## src/hw/mas_pkg.sv

```systemverilog
// Shared constants and types for the monitor alarm status and mask block.
// Assumes a byte-wide register port driven by the serial port engine.
package mas_pkg;
  // Register offsets on the byte register port
  localparam logic [7:0] MAS_CFG_ADDR = 8'h40;
  localparam logic [7:0] MAS_FLAGS_A_ADDR = 8'h41;
  localparam logic [7:0] MAS_FLAGS_B_ADDR = 8'h42;
  localparam logic [7:0] MAS_MASK_A_ADDR = 8'h43;
  localparam logic [7:0] MAS_MASK_B_ADDR = 8'h44;
  localparam logic [7:0] MAS_SPARE_ADDR = 8'h45;
  // Reset values
  localparam logic [7:0] MAS_CFG_RST = 8'h08;
  localparam logic [7:0] MAS_FLAGS_RST = 8'h00;
  localparam logic [7:0] MAS_MASK_RST = 8'h00;
  localparam logic [7:0] MAS_SPARE_RST = 8'h00;
  // Configuration field positions
  localparam int MAS_CFG_START = 0;
  localparam int MAS_CFG_ALARM_EN = 1;
  localparam int MAS_CFG_ALARM_CLR = 3;
  localparam int MAS_CFG_SYS_RST = 4;
  localparam int MAS_CFG_ENC_CLR = 6;
  localparam int MAS_CFG_INIT = 7;
  // Flag field positions and the second mask's reset enable bit
  localparam int MAS_A_TEMP = 4;
  localparam int MAS_A_COOLER1 = 6;
  localparam int MAS_A_COOLER2 = 7;
  localparam int MAS_B_RAIL12 = 0;
  localparam int MAS_B_NEG_OR_CPU2 = 1;
  localparam int MAS_B_ENCLOSURE = 4;
  localparam int MAS_B_RST_EN = 7;
  // Bits that exist in each flag register; others read as zero
  localparam logic [7:0] MAS_A_USED = 8'hdf;
  localparam logic [7:0] MAS_B_USED = 8'h13;
  // Writable bits of the configuration register (init bit self-clears)
  localparam logic [7:0] MAS_CFG_WMASK = 8'h7f;
  // Remote reset pulse timing
  localparam int MAS_CLK_PERIOD_PS = 4000;
  localparam int MAS_SYS_RST_MS = 20;
  // Worked in nanoseconds so that the product stays inside a 32-bit int
  localparam int MAS_SYS_RST_CYC = (MAS_SYS_RST_MS * 1000000) / (MAS_CLK_PERIOD_PS / 1000);
  localparam int MAS_RST_CNT_W = 23;
  // Temperature alarm modes
  typedef enum logic [1:0] {MAS_TM_DEFAULT, MAS_TM_ONESHOT, MAS_TM_COMPARE} mas_tmode_t;
  // Decode the two mode select bits
  function automatic mas_tmode_t mas_tmode(input logic [1:0] sel);
    mas_tmode_t m;
    m = MAS_TM_DEFAULT;
    if (sel == 2'h1)
    begin
      m = MAS_TM_ONESHOT;
    end
    else if (sel == 2'h2)
    begin
      m = MAS_TM_COMPARE;
    end
    return m;
  endfunction
endpackage

```

## src/hw/mas_alarm_top.sv

```systemverilog
// Alarm status flags, masks and alarm pin driver of the hardware monitor.
// Assumes the serial engine gives single-cycle read and write strobes,
// and that limit checks deliver one-cycle violation pulses on mclk_i.
// Operation
// [RULE_01] Supply channels 0-3 set first flags bits 0-3
// [RULE_02] Temperature flag bit 4 follows selected mode
// [RULE_03] Fans set first flags bits 6 and 7
// [RULE_04] +12V and shared channel set second bits 0,1
// [RULE_05] Enclosure going high sets second bit 4
// [RULE_06] Status read clears flags; unused bits zero
// [RULE_07] Enclosure flag survives reads, cleared by control
// [RULE_08] Remaining violation re-raises alarm after service
// [RULE_09] First mask bits block matching first flags
// [RULE_10] Second mask bits 0,1,4 block second flags
// [RULE_11] Mask bit 7 gates remote reset control
// [RULE_12] Spare read-write byte, zero at power-up
// [RULE_13] Flags and masks power up as zero
// [RULE_14] Software masks a persistently faulty channel
// [RULE_15] Alarm pin driven only when enabled
// [RULE_16] Alarm clear bit drops pin, flags kept
// [RULE_17] Remote reset gives at least 20 ms pulse
// [RULE_18] Enclosure clear bit resets flag, self-clears
// [RULE_19] Alarm asserted for any unmasked set flag
`timescale 1ns/1ps
module mas_alarm_top
  import mas_pkg::*;
#(
  parameter int SYS_RST_CYC = MAS_SYS_RST_CYC
)
(
  input wire logic mclk_i,
  input wire logic nrst_i,
  input wire logic [7:0] reg_addr_i, // Register address pointer
  input wire logic reg_wr_i, // Write strobe
  input wire logic [7:0] reg_wdata_i, // Write data
  input wire logic reg_rd_i, // Read strobe
  output logic [7:0] reg_rdata_o, // Read data, valid cycle after strobe
  input wire logic [5:0] supply_viol_i, // Supply limit violation pulses
  input wire logic [1:0] cooler_viol_i, // Fan count limit violation pulses
  input wire logic [1:0] temp_mode_i, // Temperature alarm mode select
  input wire logic temp_conv_done_i, // Temperature conversion done pulse
  input wire logic temp_above_hot_i, // Temperature above hot limit
  input wire logic temp_below_hyst_i, // Temperature below hysteresis
  input wire logic enclosure_switch_pin_i, // Intrusion pin, asynchronous
  output logic alarm_n_o, // Open-drain alarm pin, active low
  output logic alarm_oe_o, // Alarm pin drive enable
  output logic sys_rst_n_o, // Open-drain system reset, active low
  output logic sys_rst_oe_o, // System reset drive enable
  output logic monitor_start_o // Measurement loop run enable
);
  logic [7:0] cfg; // Configuration byte
  logic [7:0] flags_a; // First alarm flags
  logic [7:0] flags_b; // Second alarm flags
  logic [7:0] alarm_mask_a;
  logic [7:0] alarm_mask_b;
  logic [7:0] spare_byte;
  logic alarm_act; // Registered alarm state
  logic [7:0] next_cfg;
  logic [7:0] next_flags_a;
  logic [7:0] next_flags_b;
  logic [7:0] next_mask_a;
  logic [7:0] next_mask_b;
  logic [7:0] next_spare;
  logic next_alarm_act;
  logic [7:0] next_rdata;
  logic enc_s1; // Synchroniser first stage
  logic enc_s2; // Synchroniser second stage
  logic enc_d; // Delayed copy for rise detection
  logic enc_rise;
  logic [7:0] set_a; // Flag set events this cycle
  logic [7:0] set_b;
  logic [7:0] clr_a; // Flag clear requests this cycle
  logic [7:0] clr_b;
  logic [7:0] pend_a; // Unmasked pending flags
  logic [7:0] pend_b;
  logic new_evt; // An unmasked flag is being set
  logic status_rd; // Either status register is read
  logic soft_init; // Init bit written
  logic temp_set;
  logic temp_drop;
  logic rst_busy;

  // Register-access decode helpers
  function automatic logic hit(input logic [7:0] addr, input logic [7:0] target);
    return addr == target;
  endfunction

  // Temperature event generator
  mas_temp_flag u_temp
  (
    .mclk_i(mclk_i),
    .nrst_i(nrst_i),
    .mode_sel_i(temp_mode_i),
    .conv_done_i(temp_conv_done_i),
    .above_hot_i(temp_above_hot_i),
    .below_hyst_i(temp_below_hyst_i),
    .set_o(temp_set),
    .drop_o(temp_drop)
  );

  // Remote reset pulse timer
  mas_reset_pulse #(.PULSE_CYC(SYS_RST_CYC)) u_rst
  (
    .mclk_i(mclk_i),
    .nrst_i(nrst_i),
    .req_i(cfg[MAS_CFG_SYS_RST]),
    .busy_o(rst_busy)
  );

  // Intrusion pin synchroniser; only enc_s2 and later are looked at
  always_ff @(posedge mclk_i or negedge nrst_i)
  begin
    if (!nrst_i)
    begin
      enc_s1 <= 1'b0;
      enc_s2 <= 1'b0;
      enc_d <= 1'b0;
    end
    else
    begin
      enc_s1 <= enclosure_switch_pin_i;
      enc_s2 <= enc_s1;
      enc_d <= enc_s2;
    end
  end

  assign enc_rise = enc_s2 & ~enc_d;

  // Flag events, clears and pending terms
  always_comb
  begin
    status_rd = reg_rd_i & (hit(reg_addr_i, MAS_FLAGS_A_ADDR) | hit(reg_addr_i, MAS_FLAGS_B_ADDR));
    soft_init = reg_wr_i & hit(reg_addr_i, MAS_CFG_ADDR) & reg_wdata_i[MAS_CFG_INIT];
    set_a = 8'h00;
    set_a[3:0] = supply_viol_i[3:0]; // RULE_01
    set_a[MAS_A_TEMP] = temp_set; // RULE_02
    set_a[MAS_A_COOLER1] = cooler_viol_i[0]; // RULE_03
    set_a[MAS_A_COOLER2] = cooler_viol_i[1]; // RULE_03
    set_b = 8'h00;
    set_b[MAS_B_RAIL12] = supply_viol_i[4]; // RULE_04
    set_b[MAS_B_NEG_OR_CPU2] = supply_viol_i[5]; // RULE_04
    set_b[MAS_B_ENCLOSURE] = enc_rise; // RULE_05
    // Reading clears what was read; the enclosure flag is spared
    clr_a = (reg_rd_i && hit(reg_addr_i, MAS_FLAGS_A_ADDR)) ? 8'hff : 8'h00; // RULE_06
    clr_a[MAS_A_TEMP] = clr_a[MAS_A_TEMP] | temp_drop; // RULE_02
    clr_b = (reg_rd_i && hit(reg_addr_i, MAS_FLAGS_B_ADDR)) ? 8'hff : 8'h00; // RULE_06
    clr_b[MAS_B_ENCLOSURE] = cfg[MAS_CFG_ENC_CLR]; // RULE_07 RULE_18
    pend_a = flags_a & ~alarm_mask_a; // RULE_09
    pend_b = flags_b & ~alarm_mask_b & MAS_B_USED; // RULE_10
    new_evt = |(set_a & ~alarm_mask_a & MAS_A_USED) | |(set_b & ~alarm_mask_b & MAS_B_USED);
  end

  // Register next values; a set in the clearing cycle wins
  always_comb
  begin
    next_flags_a = ((flags_a & ~clr_a) | set_a) & MAS_A_USED; // RULE_06
    next_flags_b = ((flags_b & ~clr_b) | set_b) & MAS_B_USED; // RULE_06
    next_mask_a = alarm_mask_a;
    next_mask_b = alarm_mask_b;
    next_spare = spare_byte;
    next_cfg = cfg;
    if (reg_wr_i && hit(reg_addr_i, MAS_MASK_A_ADDR))
    begin
      // Unused bit 5 is kept at zero
      next_mask_a = reg_wdata_i & MAS_A_USED; // RULE_09
    end
    if (reg_wr_i && hit(reg_addr_i, MAS_MASK_B_ADDR))
    begin
      next_mask_b = reg_wdata_i & (MAS_B_USED | 8'h80); // RULE_10
    end
    if (reg_wr_i && hit(reg_addr_i, MAS_SPARE_ADDR))
    begin
      next_spare = reg_wdata_i; // RULE_12
    end
    if (reg_wr_i && hit(reg_addr_i, MAS_CFG_ADDR))
    begin
      next_cfg = reg_wdata_i & MAS_CFG_WMASK;
      // Reset request only sticks while the mask register enables it
      next_cfg[MAS_CFG_SYS_RST] = reg_wdata_i[MAS_CFG_SYS_RST] & alarm_mask_b[MAS_B_RST_EN]; // RULE_11
    end
    // Request bit drops once the pulse is running
    if (rst_busy)
    begin
      next_cfg[MAS_CFG_SYS_RST] = 1'b0; // RULE_17
    end
    // Enclosure clear self-clears when the pin has gone low
    if (cfg[MAS_CFG_ENC_CLR] && !enc_s2)
    begin
      next_cfg[MAS_CFG_ENC_CLR] = 1'b0; // RULE_18
    end
    // A fresh unmasked event or a status read re-arms the alarm
    if (new_evt || status_rd)
    begin
      next_cfg[MAS_CFG_ALARM_CLR] = 1'b0; // RULE_08
    end
    if (soft_init)
    begin
      // Init restores the config, flag, mask and spare registers; alarm_act is left alone
      next_cfg = MAS_CFG_RST;
      next_flags_a = MAS_FLAGS_RST;
      next_flags_b = MAS_FLAGS_RST;
      next_mask_a = MAS_MASK_RST;
      next_mask_b = MAS_MASK_RST;
      next_spare = MAS_SPARE_RST;
    end
  end

  // Alarm and read data next values
  always_comb
  begin
    // Clear bit holds the pin off but leaves the flags alone
    next_alarm_act = cfg[MAS_CFG_ALARM_EN] & ~cfg[MAS_CFG_ALARM_CLR] & (|pend_a | |pend_b); // RULE_15 RULE_16 RULE_19
    next_rdata = 8'h00;
    if (reg_rd_i)
    begin
      unique case (reg_addr_i)
        MAS_CFG_ADDR: next_rdata = cfg;
        MAS_FLAGS_A_ADDR: next_rdata = flags_a;
        MAS_FLAGS_B_ADDR: next_rdata = flags_b;
        MAS_MASK_A_ADDR: next_rdata = alarm_mask_a;
        MAS_MASK_B_ADDR: next_rdata = alarm_mask_b;
        MAS_SPARE_ADDR: next_rdata = spare_byte;
        default: next_rdata = 8'h00;
      endcase
    end
  end

  // Block registers apart from the intrusion pin synchroniser
  always_ff @(posedge mclk_i or negedge nrst_i)
  begin
    if (!nrst_i)
    begin
      cfg <= MAS_CFG_RST;
      flags_a <= MAS_FLAGS_RST; // RULE_13
      flags_b <= MAS_FLAGS_RST; // RULE_13
      alarm_mask_a <= MAS_MASK_RST; // RULE_13
      alarm_mask_b <= MAS_MASK_RST; // RULE_13
      spare_byte <= MAS_SPARE_RST; // RULE_12
      alarm_act <= 1'b0;
      reg_rdata_o <= 8'h00;
    end
    else
    begin
      cfg <= next_cfg;
      flags_a <= next_flags_a;
      flags_b <= next_flags_b;
      alarm_mask_a <= next_mask_a;
      alarm_mask_b <= next_mask_b;
      spare_byte <= next_spare;
      alarm_act <= next_alarm_act;
      reg_rdata_o <= next_rdata;
    end
  end

  // Open-drain pins pull low only while active
  assign alarm_n_o = ~alarm_act;
  assign alarm_oe_o = alarm_act; // RULE_15
  assign sys_rst_n_o = ~rst_busy;
  assign sys_rst_oe_o = rst_busy;
  assign monitor_start_o = cfg[MAS_CFG_START];

  // A violation on supply channel 0 is latched on the next edge
  a_supply_set: assert property (@(posedge mclk_i) disable iff (!nrst_i)
    (supply_viol_i[0] && !soft_init) |=> flags_a[0]) // RULE_01
    else $error("supply violation did not set its flag");

  // Second fan violation is latched on the next edge
  a_cooler_set: assert property (@(posedge mclk_i) disable iff (!nrst_i)
    (cooler_viol_i[1] && !soft_init) |=> flags_a[MAS_A_COOLER2]) // RULE_03
    else $error("fan violation did not set its flag");

  // A first status register read with no new event leaves nothing set
  a_read_clear: assert property (@(posedge mclk_i) disable iff (!nrst_i)
    (reg_rd_i && reg_addr_i == MAS_FLAGS_A_ADDR && set_a == 8'h00) |=> flags_a == 8'h00) // RULE_06
    else $error("status read left flags set");

  // Unused flag positions can never hold a one
  a_unused_zero: assert property (@(posedge mclk_i) disable iff (!nrst_i)
    (flags_a & ~MAS_A_USED) == 8'h00 && (flags_b & ~MAS_B_USED) == 8'h00) // RULE_06
    else $error("unused flag bit set");

  // Only the clear control or init may drop the enclosure flag
  a_enclosure_keep: assert property (@(posedge mclk_i) disable iff (!nrst_i)
    (flags_b[MAS_B_ENCLOSURE] && !cfg[MAS_CFG_ENC_CLR] && !soft_init) |=> flags_b[MAS_B_ENCLOSURE]) // RULE_07
    else $error("enclosure flag lost without its clear");

  // The pin is only pulled if the enable bit was on the cycle before
  a_enable_gate: assert property (@(posedge mclk_i) disable iff (!nrst_i)
    alarm_oe_o |-> $past(cfg[MAS_CFG_ALARM_EN])) // RULE_15
    else $error("alarm driven while disabled");

  // With the alarm enabled and not cleared, any unmasked flag pulls the pin one cycle later
  a_alarm_cause: assert property (@(posedge mclk_i) disable iff (!nrst_i)
    (cfg[MAS_CFG_ALARM_EN] && !cfg[MAS_CFG_ALARM_CLR] && (pend_a != 8'h00 || pend_b != 8'h00))
    |=> !alarm_n_o && alarm_oe_o) // RULE_19
    else $error("unmasked flag did not raise alarm");

  // Quiet cycle only: masked events, a temperature drop or init may still move flags
  a_clear_drops: assert property (@(posedge mclk_i) disable iff (!nrst_i)
    (reg_wr_i && reg_addr_i == MAS_CFG_ADDR && reg_wdata_i[MAS_CFG_ALARM_CLR] && !new_evt && !status_rd)
    ##1 (!new_evt && !status_rd && !soft_init && set_a == 8'h00 && !temp_drop)
    |=> !alarm_act && flags_a == $past(flags_a)) // RULE_16
    else $error("alarm clear did not drop the pin");

  // Without the mask enable a reset request is never stored
  a_reset_gate: assert property (@(posedge mclk_i) disable iff (!nrst_i)
    (reg_wr_i && reg_addr_i == MAS_CFG_ADDR && !alarm_mask_b[MAS_B_RST_EN]) |=> !cfg[MAS_CFG_SYS_RST]) // RULE_11
    else $error("reset request accepted while disabled");
endmodule

```

## src/hw/mas_temp_flag.sv

```systemverilog
// Temperature flag event generator for the three temperature alarm modes.
// Assumes comparison results are valid in the cycle of conv_done_i.
`timescale 1ns/1ps
module mas_temp_flag
  import mas_pkg::*;
(
  input wire logic mclk_i,
  input wire logic nrst_i,
  input wire logic [1:0] mode_sel_i, // Mode select bits
  input wire logic conv_done_i, // One-cycle pulse per conversion
  input wire logic above_hot_i, // Reading above hot limit
  input wire logic below_hyst_i, // Reading below hysteresis limit
  output logic set_o, // Pulse: set the temperature flag
  output logic drop_o // Pulse: clear the flag (comparator mode)
);
  logic hot_active; // Default mode: between hot and hysteresis
  logic armed; // One-shot mode: next hot crossing may fire
  logic next_hot_active;
  logic next_armed;
  mas_tmode_t mode;

  // Event and state next values per mode
  always_comb
  begin
    mode = mas_tmode(mode_sel_i);
    set_o = 1'b0;
    drop_o = 1'b0;
    next_hot_active = hot_active;
    next_armed = armed;
    if (conv_done_i)
    begin
      unique case (mode)
        MAS_TM_DEFAULT:
        begin
          // Repeats every conversion until below hysteresis
          set_o = above_hot_i | (hot_active & ~below_hyst_i); // RULE_02
          next_hot_active = above_hot_i | (hot_active & ~below_hyst_i);
        end
        MAS_TM_ONESHOT:
        begin
          // One event on the way up, one on the way back down
          set_o = (above_hot_i & armed) | (below_hyst_i & ~armed); // RULE_02
          if (above_hot_i & armed)
          begin
            next_armed = 1'b0;
          end
          else if (below_hyst_i)
          begin
            next_armed = 1'b1;
          end
        end
        MAS_TM_COMPARE:
        begin
          // No hysteresis: follows the hot limit directly
          set_o = above_hot_i; // RULE_02
          drop_o = ~above_hot_i;
        end
      endcase
    end
  end

  // Mode state registers
  always_ff @(posedge mclk_i or negedge nrst_i)
  begin
    if (!nrst_i)
    begin
      hot_active <= 1'b0;
      armed <= 1'b1;
    end
    else
    begin
      hot_active <= next_hot_active;
      armed <= next_armed;
    end
  end

  // Comparator mode raises the flag on every hot conversion
  a_comp_set: assert property (@(posedge mclk_i) disable iff (!nrst_i)
    (mode_sel_i == 2'h2 && conv_done_i && above_hot_i) |-> set_o && !drop_o) // RULE_02
    else $error("comparator mode missed a hot conversion");
endmodule

```

## src/hw/mas_reset_pulse.sv

```systemverilog
// Remote system reset pulse timer.
// Assumes req_i stays high until busy_o is seen, then drops.
`timescale 1ns/1ps
module mas_reset_pulse
  import mas_pkg::*;
#(
  parameter int PULSE_CYC = MAS_SYS_RST_CYC
)
(
  input wire logic mclk_i,
  input wire logic nrst_i,
  input wire logic req_i, // Level: pulse requested
  output logic busy_o // Level: pulse active
);
  typedef enum {MAS_RP_IDLE, MAS_RP_PULSE} mas_rp_state_t;
  mas_rp_state_t state;
  mas_rp_state_t next_state;
  logic [MAS_RST_CNT_W-1:0] cnt; // Cycles spent in the pulse
  logic [MAS_RST_CNT_W-1:0] next_cnt;
  localparam logic [MAS_RST_CNT_W-1:0] LAST = MAS_RST_CNT_W'(PULSE_CYC - 1);

  // Pulse sequencing
  always_comb
  begin
    next_state = state;
    next_cnt = cnt;
    unique case (state)
      MAS_RP_IDLE:
      begin
        if (req_i)
        begin
          next_state = MAS_RP_PULSE;
          next_cnt = '0;
        end
      end
      MAS_RP_PULSE:
      begin
        // Held for the full minimum width, never cut short
        if (cnt == LAST)
        begin
          next_state = MAS_RP_IDLE;
        end
        else
        begin
          next_cnt = cnt + 1'b1; // RULE_17
        end
      end
    endcase
  end

  // State registers
  always_ff @(posedge mclk_i or negedge nrst_i)
  begin
    if (!nrst_i)
    begin
      state <= MAS_RP_IDLE;
      cnt <= '0;
    end
    else
    begin
      state <= next_state;
      cnt <= next_cnt;
    end
  end

  assign busy_o = (state == MAS_RP_PULSE);

  // Pulse lasts at least eight cycles even with a shortened count
  a_pulse_width: assert property (@(posedge mclk_i) disable iff (!nrst_i)
    $rose(busy_o) |-> busy_o [*8]) // RULE_17
    else $error("reset pulse shorter than expected");
endmodule

```

## config.mk

```make
export PLATFORM = sky130hd
export DESIGN_NAME = mas_alarm_top
export DESIGN_NICKNAME = d
export VERILOG_FILES = /design/src/hw/mas_pkg.sv /design/src/hw/mas_alarm_top.sv /design/src/hw/mas_temp_flag.sv /design/src/hw/mas_reset_pulse.sv
export SDC_FILE = /design/constraint.sdc
export NUM_CORES = 1
export LEC_CHECK = 0
export BUFFER_PORTS_ARGS = -buffer_cell sky130_fd_sc_hd__buf_2
export CORE_ASPECT_RATIO = 1.2
export CORE_MARGIN = 2
export CORE_UTILIZATION = 30
export DETAILED_ROUTE_END_ITERATION = 8
export GPL_TIMING_DRIVEN = 1
export HOLD_SLACK_MARGIN = 0.05
export PLACE_DENSITY = 0.47
export SLEW_MARGIN = 20
export SYNTH_ARGS = -nofsm -noshare
export SYNTH_HDL_FRONTEND = slang
export SYNTH_HIERARCHICAL = 1
export SYNTH_SLANG_ARGS = --single-unit
```

## constraint.sdc

```tcl
create_clock -name mclk_i -period 1.8 [get_ports mclk_i]
set_clock_uncertainty 0.05 [all_clocks]
set_input_delay 0.27 -clock mclk_i [delete_from_list [all_inputs] [get_ports mclk_i]]
set_output_delay 0.27 -clock mclk_i [all_outputs]
set_load 0.05 [all_outputs]
```

==> results.md, run 1 <==
* Most used DFF post-synth: dfrtp_1
* Nets at between 500 and 600
* Synth warn at 6
* WL final at roughly 11 mm
* Vias/cell at approximately 5
* Via count at 3206
* Hold path startpoint: reg_addr_i[1]
* First-pass GRT wire length at roughly 18 mm
* Vias in the first global route at 3257
* Sequential share of power at a little under half
* # IOs at 47
* Mapped cell area at a little under 0.004 mm²
* Metal-1 WL at 4.64 mm
* Final setup vio count at 9
* I/O Buffers at 46
* Drt drc at 0
* Slew Limit Fails at 0
* Final Worst Setup Slack at -0.0638 ns
* Pin count of the biggest net entering global routing at 39
* Max-capacitance violation count at 0
* Syn Area/Cell at approximately 10 µm²
* Iter 0 DRT Violations at 91
* Reg-to-reg critical path startpoint: u_rst/cnt[20]
* Crit path time final at 1.86 ns
* Final hold vios at 0
* CP Class: flip-flop to flip-flop
* Clock tree buffer depth at 2
* GP Congestion at 0.837
* Worst Tran Pin Value at roughly 0.57 ns
* Internal at 2.96 mW
* Slew HR at 62.3%
* RSZ-0062 raised after global routing: yes
* Status: finished, violations left
* WL met2 at 5.40 mm
* F_max at around 540 MHz
* Initial antenna violation count at 0
* Flops & latches, synth at between 70 and 80
* Routed met3 length at 371 µm
* Highest Signal Layer: met4
* HP Class: input pin to flip-flop
* Clock slew at reported path FFs at 0.06 ns
* Overall routing resource usage at 16.6%
* Sw frac at about a quarter
* Total gr overflow at 0
* Final TNS setup at -0.397 ns
* CP Capture Type: flip-flop
* Initial Util at a little under a third
* Final cell count without fillers at 648
* CP max FO at 2
* Failing checks: setup timing
* Root buffer cell: clkbuf_16
* # fillers at 1305
* Combinational share of power at 9.8%
* Area Overhead vs Synth at 29.6%
* Chip height at 128 µm
* DR pass1 iterations at 6
* Sequential-to-total area share from yosys stat at a little under half
* Die width at 108 µm
* Syn nets at ~420
* Clock power frac at around 45%
* Peak supply drop at roughly 0.48 mV
* Number of synthesized flops with an enable pin at 0
* Count of cell types in the netlist at 72
* Core Rows at 45
* Crit path launch type: flip-flop
* Diodes inserted at 0
* Clk sinks at between 70 and 80
* Static Leak at ~2.3 nW
* Final HPWL DP at around 8.0 mm
* CP required at 2.00 ns
* CP arrival at about 2.1 ns
* H-tree levels at 3
* CTS tree: yes
* Synth async-reset ratio at 100%
* Crit path launch: u_rst/cnt[20]
* Net Sw Power at 0.929 mW
* Layout cells sized above 1 at 32.0%
* PD cells at approximately 770 mW/mm²
* Die area at roughly 0.014 mm²
* Worst hold slack at roughly 0.13 ns
* Worst slack, placed at -0.167 ns
* Final ANT Viol Nets at 0
* Drt wl/cell at between 15 and 20 µm
* Crit share post-route at 104%
* Core Area at around 0.013 mm²
* Placed cells at 624
* CTS buffer count at 9
* Clock latency on the worst-skew pair at 0.33 ns
* Mapped Cells at around 380
worst max-delay path, stage by stage, from the launching register on:
cell and delay, ns:
dfrtp_1 0.38, or4_4 0.53, buf_4 0.16, nor4_2 0.24, buf_4 0.16, a21oi_1 0.08, a21oi_1 0.17
power by group through the flow:
stage / logic, mW / clock network, mW / registers [mW]
after floorplan: 0.178 / 0 / 1.80
after CTS: 0.370 / 1.80 / 1.77
after detailed placement: 0.365 / 0 / 1.80
after global placement: 0.361 / 0 / 1.80
after global routing: 0.423 / 1.88 / 1.77
final: 0.381 / 1.74 / 1.77
placed cells by master (no fill, tap or decap), types with 4 or more instances in the layout:
cell / Yosys / final
o22ai_1: 5 / 5
clkinv_2: 0 / 4
a21oi_1: 25 / 25
nand4_1: 6 / 6
nor2_2: 6 / 6
buf_4: 0 / 48
inv_1: 20 / 20
nor2b_1: 7 / 7
nand3_1: 22 / 19
nand2_1: 31 / 31
nor2_1: 39 / 39
or3_1: 4 / 4
buf_2: 4 / 45
clkbuf_16: 0 / 9
nand2b_1: 7 / 7
o21ai_0: 12 / 12
mux2i_1: 29 / 29
nor3_1: 6 / 4
dfrtp_2: 0 / 4
dfrtp_1: 72 / 68
and3_1: 6 / 6
a22oi_1: 6 / 6
cells by family (layout without fill, tap and decap cells):
group	count (synthesis)	in the layout	synth area share, %
adders and majority gates	3	3	0.969
muxes	34	34	9.92
DFF	74	74	47.9
AOI/OAI and AO/OA	76	76	13.6
and+or+nand+nor	157	157	22.7
buffers and inverters	36	136	4.04
xor gates and xnor gates	4	4	0.905
synth_stat cells (2+ instances only):
master | number | share of area (%)
nand2b_1 | 7 | 1.1
mux2i_1 | 29 | 7.5
ha_1 | 3 | 0.97
nor3_1 | 6 | 0.78
o41ai_1 | 2 | 0.45
nand4_1 | 6 | 0.97
dfrtp_1 | 72 | 47
mux4_2 | 3 | 1.7
o211ai_1 | 2 | 0.39
dfstp_2 | 2 | 1.4
a22oi_1 | 6 | 1.2
nand3b_1 | 2 | 0.39
a41oi_1 | 2 | 0.45
a31oi_1 | 2 | 0.32
xor2_1 | 3 | 0.68
a21oi_2 | 2 | 0.45
o22ai_1 | 5 | 0.81
and3_1 | 6 | 0.97
nor2_1 | 39 | 3.8
nand2_1 | 31 | 3.0
nor2_2 | 6 | 0.97
a21oi_1 | 25 | 3.2
nor3b_1 | 2 | 0.39
nand3_1 | 22 | 2.8
or3_1 | 4 | 0.65
o21ai_0 | 12 | 1.6
buf_6 | 2 | 0.58
nor2b_1 | 7 | 1.1
a21o_1 | 2 | 0.39
buf_2 | 4 | 0.52
clkbuf_1 | 7 | 0.68
inv_1 | 20 | 1.9
o311ai_0 | 2 | 0.45
layout make-up:
cell class	count	area, µm²	share of cell area (%)
multi-input combinational	274	1910	38.1
tap	164	205	4.09
timing repair buffer	99	677	13.5
clock buffer	10	229	4.56
sequential	74	1860	37.0
clock inverter	6	57.6	1.15
inverter	21	78.8	1.57
repair_timing:
item	CTS	global route
buffers inserted	0	6
setup endpoints to repair	13	15
endpoints found under the hold margin	29	0
resized for setup	5	6
hold buffers	2	0
pin swaps	7	7
metal layers:
layer / vias up / track usage (%)
met5: - / 0
met4: 0 / 5.96
met3: 17 / 3.24
met2: 63 / 28.5
met1: 1551 / 20.8
li1: 1575 / -
flip-flops by register name, summed over array words and instances (netlist names), 3 cells and up:
name,count
u_rst/cnt,23
reg_rdata_o,8
spare_byte,8
alarm_mask_a,7
cfg,7
flags_a,7
alarm_mask_b,4
flags_b,3
metrics by stage:
step	cell area [µm²]	util [%]	power, mW
floorplan	3880	-	1.98
global placement	4620	36.6	2.16
detailed placement	4620	36.6	2.16
CTS	4960	39.3	3.94
global route	5020	39.8	4.07
finish	5020	39.8	3.89
final timing paths:
path / to / slack, ns / depth (start not counted)
max in group asynchronous: cfg[3] / 0.72 / 3
hold / removal: reg_rdata_o[5] / 0.13 / 2
min in group asynchronous: u_rst/cnt[7] / 0.37 / 2
hold reg to reg: enc_s2 / 0.30 / 0
setup / recovery: u_rst/cnt[0] / -0.06 / 6
setup reg to reg: u_rst/cnt[0] / -0.06 / 6
Note: power is estimated with default switching activity, not from simulation.
==> inputs of run 2 (changes only) <==
SYNTH_HIERARCHICAL = unset   (was 1)
==> results.md, run 2 <==
* Status: completed
* Final setup vio count at 0 (-9)
* CTS tree: yes
* CTS buffer count at 9 (unchanged)
* Pin count of the biggest net entering global routing at 38 (-2.6%)
* H-tree levels at 3 (unchanged)
* Pwr Total at 3.85 mW (-0.96%)
* Crit path launch type: flip-flop
* Overall routing resource usage at 16.0% (-0.64 points)
* Mapped cell area at 0.00375 mm² (-3.1%)
* Reg-to-reg critical path startpoint: u_temp.armed
* CP required at 2.00 ns (about the same)
* Worst slack, placed at -0.0900 ns (+0.0773 ns)
* Hold path startpoint: supply_viol_i[0]
* Iter 0 DRT Violations at 113 (+24%)
* Drt drc at 0 (unchanged)
* Slew HR at 72.0% (+9.8 points)
* Top Registers: u_rst.cnt x23, reg_rdata_o x8, spare_byte x8
* Worst reg2reg path endpoint: cfg[3]
* Cell taking the most area after synthesis: dfrtp_1
* Clock latency on the worst-skew pair at 0.33 ns (about the same)
* Crit path max-delay family: flip-flops
* I/O Buffers at 46 (unchanged)
* Flop2flop setup slack at 0.08 ns (+0.15 ns)
* Crit path time final at 1.72 ns (-0.146 ns)
* CP max FO at 3 (+1)
* WL met2 at 5.14 mm (-4.8%)
* Area Overhead vs Synth at 27.7%
* CP Cell Sequence: mux2_2 > a221o_1 > nand3_1 > nor2_1 > o31ai_1
* Die width at 106 µm (-1.5%)
* # IOs at 47 (unchanged)
* WP buf/inv at 0 (-2)
* Vias in the first global route at 3219 (-1.2%)
* Final Util at 39.4% (-0.40 points)
* Synth cell count leaders: dfrtp_1 (72), nor2_1 (57), nand2_1 (41)
* Clock tree buffer depth at 2 (unchanged)
* Drt wl/cell at 15.6 µm (-5.1%)
* Reg with most FFs: u_rst.cnt
* First-pass GRT wire length at 16.6 mm (-5.3%)
* Count of cell types in the netlist at 53 (-26%)
* Synth warn at 0 (-6)
* Peak supply drop at 0.437 mV (-8.9%)
* Core Area at 0.0122 mm² (-3.5%)
* DR pass1 iterations at 4 (-2)
* Slew Limit Fails at 0 (unchanged)
* Chip height at 127 µm (-1.5%)
* Commonest non-fill, non-tap cell in the layout: dfrtp_1
* Static Leak at 2.35 nW (+2.6%)
* Nets at 523 (+1.4%)
* Slowest CP cell: dfstp_2
* Layout cells sized above 1 at 23.6% (-8.4 points)
* Mapped Cells at 402 (+4.7%)
* Top cells by area, synth: dfrtp_1 (48%), mux2i_1 (6.7%), nor2_1 (5.7%)
* Number of flip-flops in the largest register at 23 (unchanged)
* Diodes inserted at 0 (unchanged)
* Total gr overflow at 0 (unchanged)
* Via count at 3207 (+0.031%)
* Final HPWL DP at 7.55 mm (-5.6%)
* Reg2reg path depth at 5 (-1)
* Placed cells at 631 (+1.1%)
* Syn Area/Cell at 9.34 µm² (-7.4%)
* Worst Tran Pin Value at 0.419 ns (-0.147 ns)
* Max-capacitance violation count at 0 (unchanged)
* CP Capture Type: flip-flop
* Flops & latches, synth at 74 (unchanged)
* RSZ-0062 raised after global routing: yes
* CP Class: flip-flop to flip-flop
* Die area at 0.0134 mm² (-3.0%)
* CP arrival at 1.91 ns (-0.15 ns)
* Most common cell in the netlist: dfrtp_1
* Most used DFF post-synth: dfrtp_1
* Syn nets at 439 (+4.3%)
* Highest Signal Layer: met4
* Sequential-to-total area share from yosys stat at 49.4% (+1.5 points)
* HP Class: input pin to flip-flop
* PD cells at 804 mW/mm² (+3.7%)
* Initial Util at 30.9% (+0.14 points)
* Clock slew at reported path FFs at 0.06 ns (about the same)
* Crit path depth at 5 (-1)
* Clk sinks at 74 (unchanged)
* Final hold vios at 0 (unchanged)
* Hold endpoint: flags_a[0]
* Number of synthesized flops with an enable pin at 0 (unchanged)
* Root buffer cell: clkbuf_16
* Metal-1 WL at 4.61 mm (-0.73%)
* Worst hold path cell count at 3 (+1)
* Final Worst Setup Slack at 0.0819 ns (+0.146 ns)
* Worst path max stage delay at 0.55 ns (+0.02 ns)
* Synth async-reset ratio at 100% (unchanged)
* WL final at 10.2 mm (-4.5%)
* GP Congestion at 0.814 (-2.7%)
* Core Rows at 44 (-2.2%)
* Routed met3 length at 255 µm (-31%)
* Final ANT Viol Nets at 0 (unchanged)
* F_max at 582 MHz (+8.5%)
* Initial antenna violation count at 0 (unchanged)
* Vias/cell at 4.92 (-0.58%)
* Final cell count without fillers at 652 (+0.62%)
* Crit share post-route at 95.5% (-8.1 points)
* Most frequent cells in the layout: dfrtp_1 (71), nor2_1 (57), buf_2 (45), nand2_1 (41), buf_4 (39)
* Area fraction of the dominant cell type after synthesis at 48.0% (+1.5 points)
-- run 2: power by group --
group          total (mW)  switching, mW  leakage [nW]  internal (mW)
sequential           1.76         0.0378         0.956           1.72
clock                1.76          0.697         0.142           1.06
combinational       0.334          0.189          1.25          0.145
-- run 2: routing by layer --
metal  global-route usage, %  up-vias
met1                    20.0     1570
met2                    27.2       50
li1                        -     1574
met5                       0        -
met4                    5.88        0
met3                    3.19       13
-- run 2: worst max path at each step --
stage	from	end	slack [ns]
2_1_floorplan	reg_addr_i[5]	cfg[4]	0.03
3_3_place_gp	reg_addr_i[5]	cfg[4]	-0.05
4_1_cts	u_rst.cnt[12]	u_rst.cnt[5]	0.002
5_1_grt	u_rst.cnt[7]	u_rst.cnt[5]	-0.02
3_5_place_dp	reg_addr_i[5]	cfg[4]	-0.09
6_report	u_temp.armed	cfg[3]	0.08
-- run 2: metrics by stage --
step	cell area [µm²]	setup TNS (ns)	hold WS (ns)
final	4790	0	0.115
after global routing	4790	-0.0167	0.119
after CTS	4780	0	0.105
after detailed placement	4450	-1.83	0.173
after global placement	4450	-0.700	0.167
after floorplan	3760	0	-0.0756
-- run 2: repair_timing --
item                                    4_1_cts  5_1_grt
setup buffers                                 1        2
gates resized for setup                       2        1
pin swaps                                     2        4
hold buffers                                  2        0
endpoints found under the setup margin        4        8
hold endpoints to repair                     25        0
-- run 2: tightest hold or removal path, cell delays in order --
cell and delay (ns):
buf_2 0.09, a21oi_1 0.03, nor2_1 0.07
-- run 2: logic make-up after synthesis --
family,share of synthesized area [%]
XOR/XNOR,2.57
AO/OA/AOI/OAI,13.1
flip-flops,49.4
multiplexers,7.27
AND/OR/NAND/NOR,22.8
adder cells (fa/ha/maj),1.00
buffers and inverters,3.83
-- run 2: cell type report --
class / instances / area [µm²]
clock buffer: 10 / 229
inverter: 21 / 82.6
timing repair buffer: 89 / 598
sequential: 74 / 1860
multi-input combinational: 291 / 1770
tap: 161 / 201
fill: 1269 / 7370
clock inverter: 6 / 57.6
==> inputs of run 3 (changes only) <==
BUFFER_PORTS_ARGS = unset   (was -buffer_cell sky130_fd_sc_hd__buf_2)
DONT_BUFFER_PORTS = 1   (was unset)
PLACE_DENSITY = 0.44   (was 0.47)
RECOVER_POWER = 50   (was unset)
==> results.md, run 3 (synthesis gave the netlist of run 2 again) <==
* Final ANT Viol Nets at 0 (unchanged)
* Status: finished, violations left
* Area Overhead vs Synth at 25.5%
* Total gr overflow at 0 (unchanged)
* Final setup vio count at 0 (unchanged)
* Number of flip-flops in the largest register at 23 (unchanged)
* CP most frequent cell: nand4_1
* Core Rows at 44 (unchanged)
* Chip height at 127 µm (unchanged)
* Clk sinks at 74 (unchanged)
* # fillers at 1239 (-2.4%)
* CP Cell Sequence: nor4_2 > nand4_1 > o31a_1 > nand4_1 > mux2i_1
* Final hold vios at 74 (+74)
* Most frequent cells in the layout: dfrtp_1 (71), nor2_1 (57), nand2_1 (41), buf_4 (28), mux2i_1 (25)
* Slew Limit Fails at 0 (unchanged)
* First-pass GRT wire length at 16.5 mm (-0.66%)
* GP Congestion at 0.788 (-3.3%)
* CP required at 2.00 ns (about the same)
* Diodes inserted at 0 (unchanged)
* CP Class: flip-flop to flip-flop
* Final cell count without fillers at 614 (-5.8%)
* Worst slack, placed at -0.140 ns (-0.0502 ns)
* FF+latch area at 0.00186 mm² (unchanged)
* CP arrival at 1.98 ns (+0.07 ns)
* Via count at 3021 (-5.8%)
* Worst Tran Pin Value at 0.504 ns (+0.0850 ns)
* CP Capture Type: flip-flop
* HP Class: input pin to asynchronous set/reset pin
* Static Leak at 2.20 nW (-6.3%)
* F_max at 563 MHz (-3.2%)
* Flop2flop setup slack at 0.02 ns (-0.06 ns)
* Die area at 0.0134 mm² (unchanged)
* Clock tree buffer depth at 2 (unchanged)
* Nets at 485 (-7.3%)
* Max-capacitance violation count at 0 (unchanged)
* Cts hold-fix bufs at 19 (+17)
* Root buffer cell: clkbuf_16
* CTS buffer count at 9 (unchanged)
* Core Area at 0.0122 mm² (unchanged)
* Crit share post-route at 98.6% (+3.2 points)
* Iter 0 DRT Violations at 147 (+30%)
* Slew HR at 66.5% (-5.6 points)
* Vias in the first global route at 3123 (-3.0%)
* # IOs at 47 (unchanged)
* CP max FO at 8 (+5)
* Slowest CP cell: o31a_1
* Initial antenna violation count at 0 (unchanged)
* Initial Util at 30.9% (unchanged)
* Worst hold slack at -0.417 ns (-0.531 ns)
* Final HPWL DP at 7.01 mm (-7.1%)
* H-tree levels at 3 (unchanged)
* Final Worst Setup Slack at 0.0250 ns (-0.0569 ns)
* Die width at 106 µm (unchanged)
* Drt drc at 0 (unchanged)
* Crit path launch type: flip-flop
* Clock slew at reported path FFs at 0.06 ns (about the same)
* RSZ-0062 raised after global routing: yes
* Failing checks: hold timing
* Commonest non-fill, non-tap cell in the layout: dfrtp_1
* Peak supply drop at 0.409 mV (-6.4%)
* Placed cells at 579 (-8.2%)
* PD cells at 822 mW/mm² (+2.2%)
* Drt wl/cell at 16.4 µm (+5.0%)
* Reg with most FFs: u_rst.cnt
* Pin count of the biggest net entering global routing at 75 (+97%)
* Clock latency on the worst-skew pair at 0.33 ns (about the same)
* DR pass1 iterations at 4 (unchanged)
* CTS tree: yes
* Postcts setup bufs at 0 (-1)
* I/O Buffers at 0 (-100%)
* Worst path max stage delay at 0.41 ns (-0.14 ns)
* Pwr Total at 3.87 mW (+0.48%)
* Crit path time final at 1.78 ns (+0.0569 ns)
* Vias/cell at 4.92 (about the same)
* Layout cells sized above 1 at 14.1% (-9.5 points)
* Multi-input gate area at 0.00179 mm² (+1.3%)
* Overall routing resource usage at 16.1% (+0.089 points)
* WL final at 10.1 mm (-1.1%)
* Top Registers: u_rst.cnt x23, reg_rdata_o x8, spare_byte x8
## run 3: cell types whose count changed in the layout (fill, tap and decap cells not counted), sizes merged
cell and change:
clkinv -1, dlygate4sd3 +17, clkinvlp -1, buf -56, clkbuf +3
## run 3: final timing paths
path                                from             end  cells past startpoint
min reg2reg                       enc_s1          enc_s2                      0
max in group asynchronous         nrst_i    u_temp.armed                      0
max                        u_rst.cnt[13]    u_rst.cnt[5]                      5
max reg2reg                u_rst.cnt[13]    u_rst.cnt[5]                      5
min in group mclk_i        reg_addr_i[0]  reg_rdata_o[2]                      2
min                               nrst_i  reg_rdata_o[4]                      0
## run 3: timing repair
item                       4_1_cts  5_1_grt
pin swaps                        0        4
resized for setup                2        6
hold endpoints to repair       108       74
setup endpoints to repair        1        7
## run 3: area by class of cell
class	instances	area share [%]
sequential	74	39.4
multi-input combinational	291	38.0
timing repair buffer	51	9.85
clock buffer	12	5.66
tap	161	4.28
inverter	21	1.75
clock inverter	4	1.04
## run 3: worst max-delay path: cells and delay by family, from the launching register on
| family | cells | cell delay (ns) |
|---|---|---|
| AND/OR/NAND/NOR | 3 | 0.67 |
| AO/OA/AOI/OAI | 1 | 0.41 |
| flip-flops | 1 | 0.39 |
| multiplexers | 1 | 0.18 |
## run 3: report_power, final
part	leakage (nW)	internal, mW	switching (mW)
clock network	0.159	1.18	0.692
registers	0.956	1.72	0.0400
logic	1.09	0.125	0.109
total	2.20	3.03	0.842
## run 3: layer usage
| metal | wire length, µm | GRT usage (%) | up-vias | part of all wire (%) |
|---|---|---|---|---|
| met5 | 0 | 0 | - | 0 |
| met4 | 162 | 5.96 | 0 | 1.6 |
| met3 | 399 | 4.16 | 13 | 4.0 |
| met2 | 4970 | 26.8 | 57 | 49 |
| met1 | 4520 | 20.0 | 1450 | 45 |
| li1 | - | - | 1501 | - |
## run 3: through the flow
stage	utilization (%)	hold WS, ns	instance area [µm²]	setup TNS (ns)
floorplan	-	-0.0756	3760	0
global placement	34.3	-0.0718	4170	-0.0951
detailed placement	34.3	-0.0713	4170	-0.142
CTS	38.5	-0.437	4680	0
global route	38.7	-0.439	4710	-0.177
finish	38.7	-0.417	4710	0
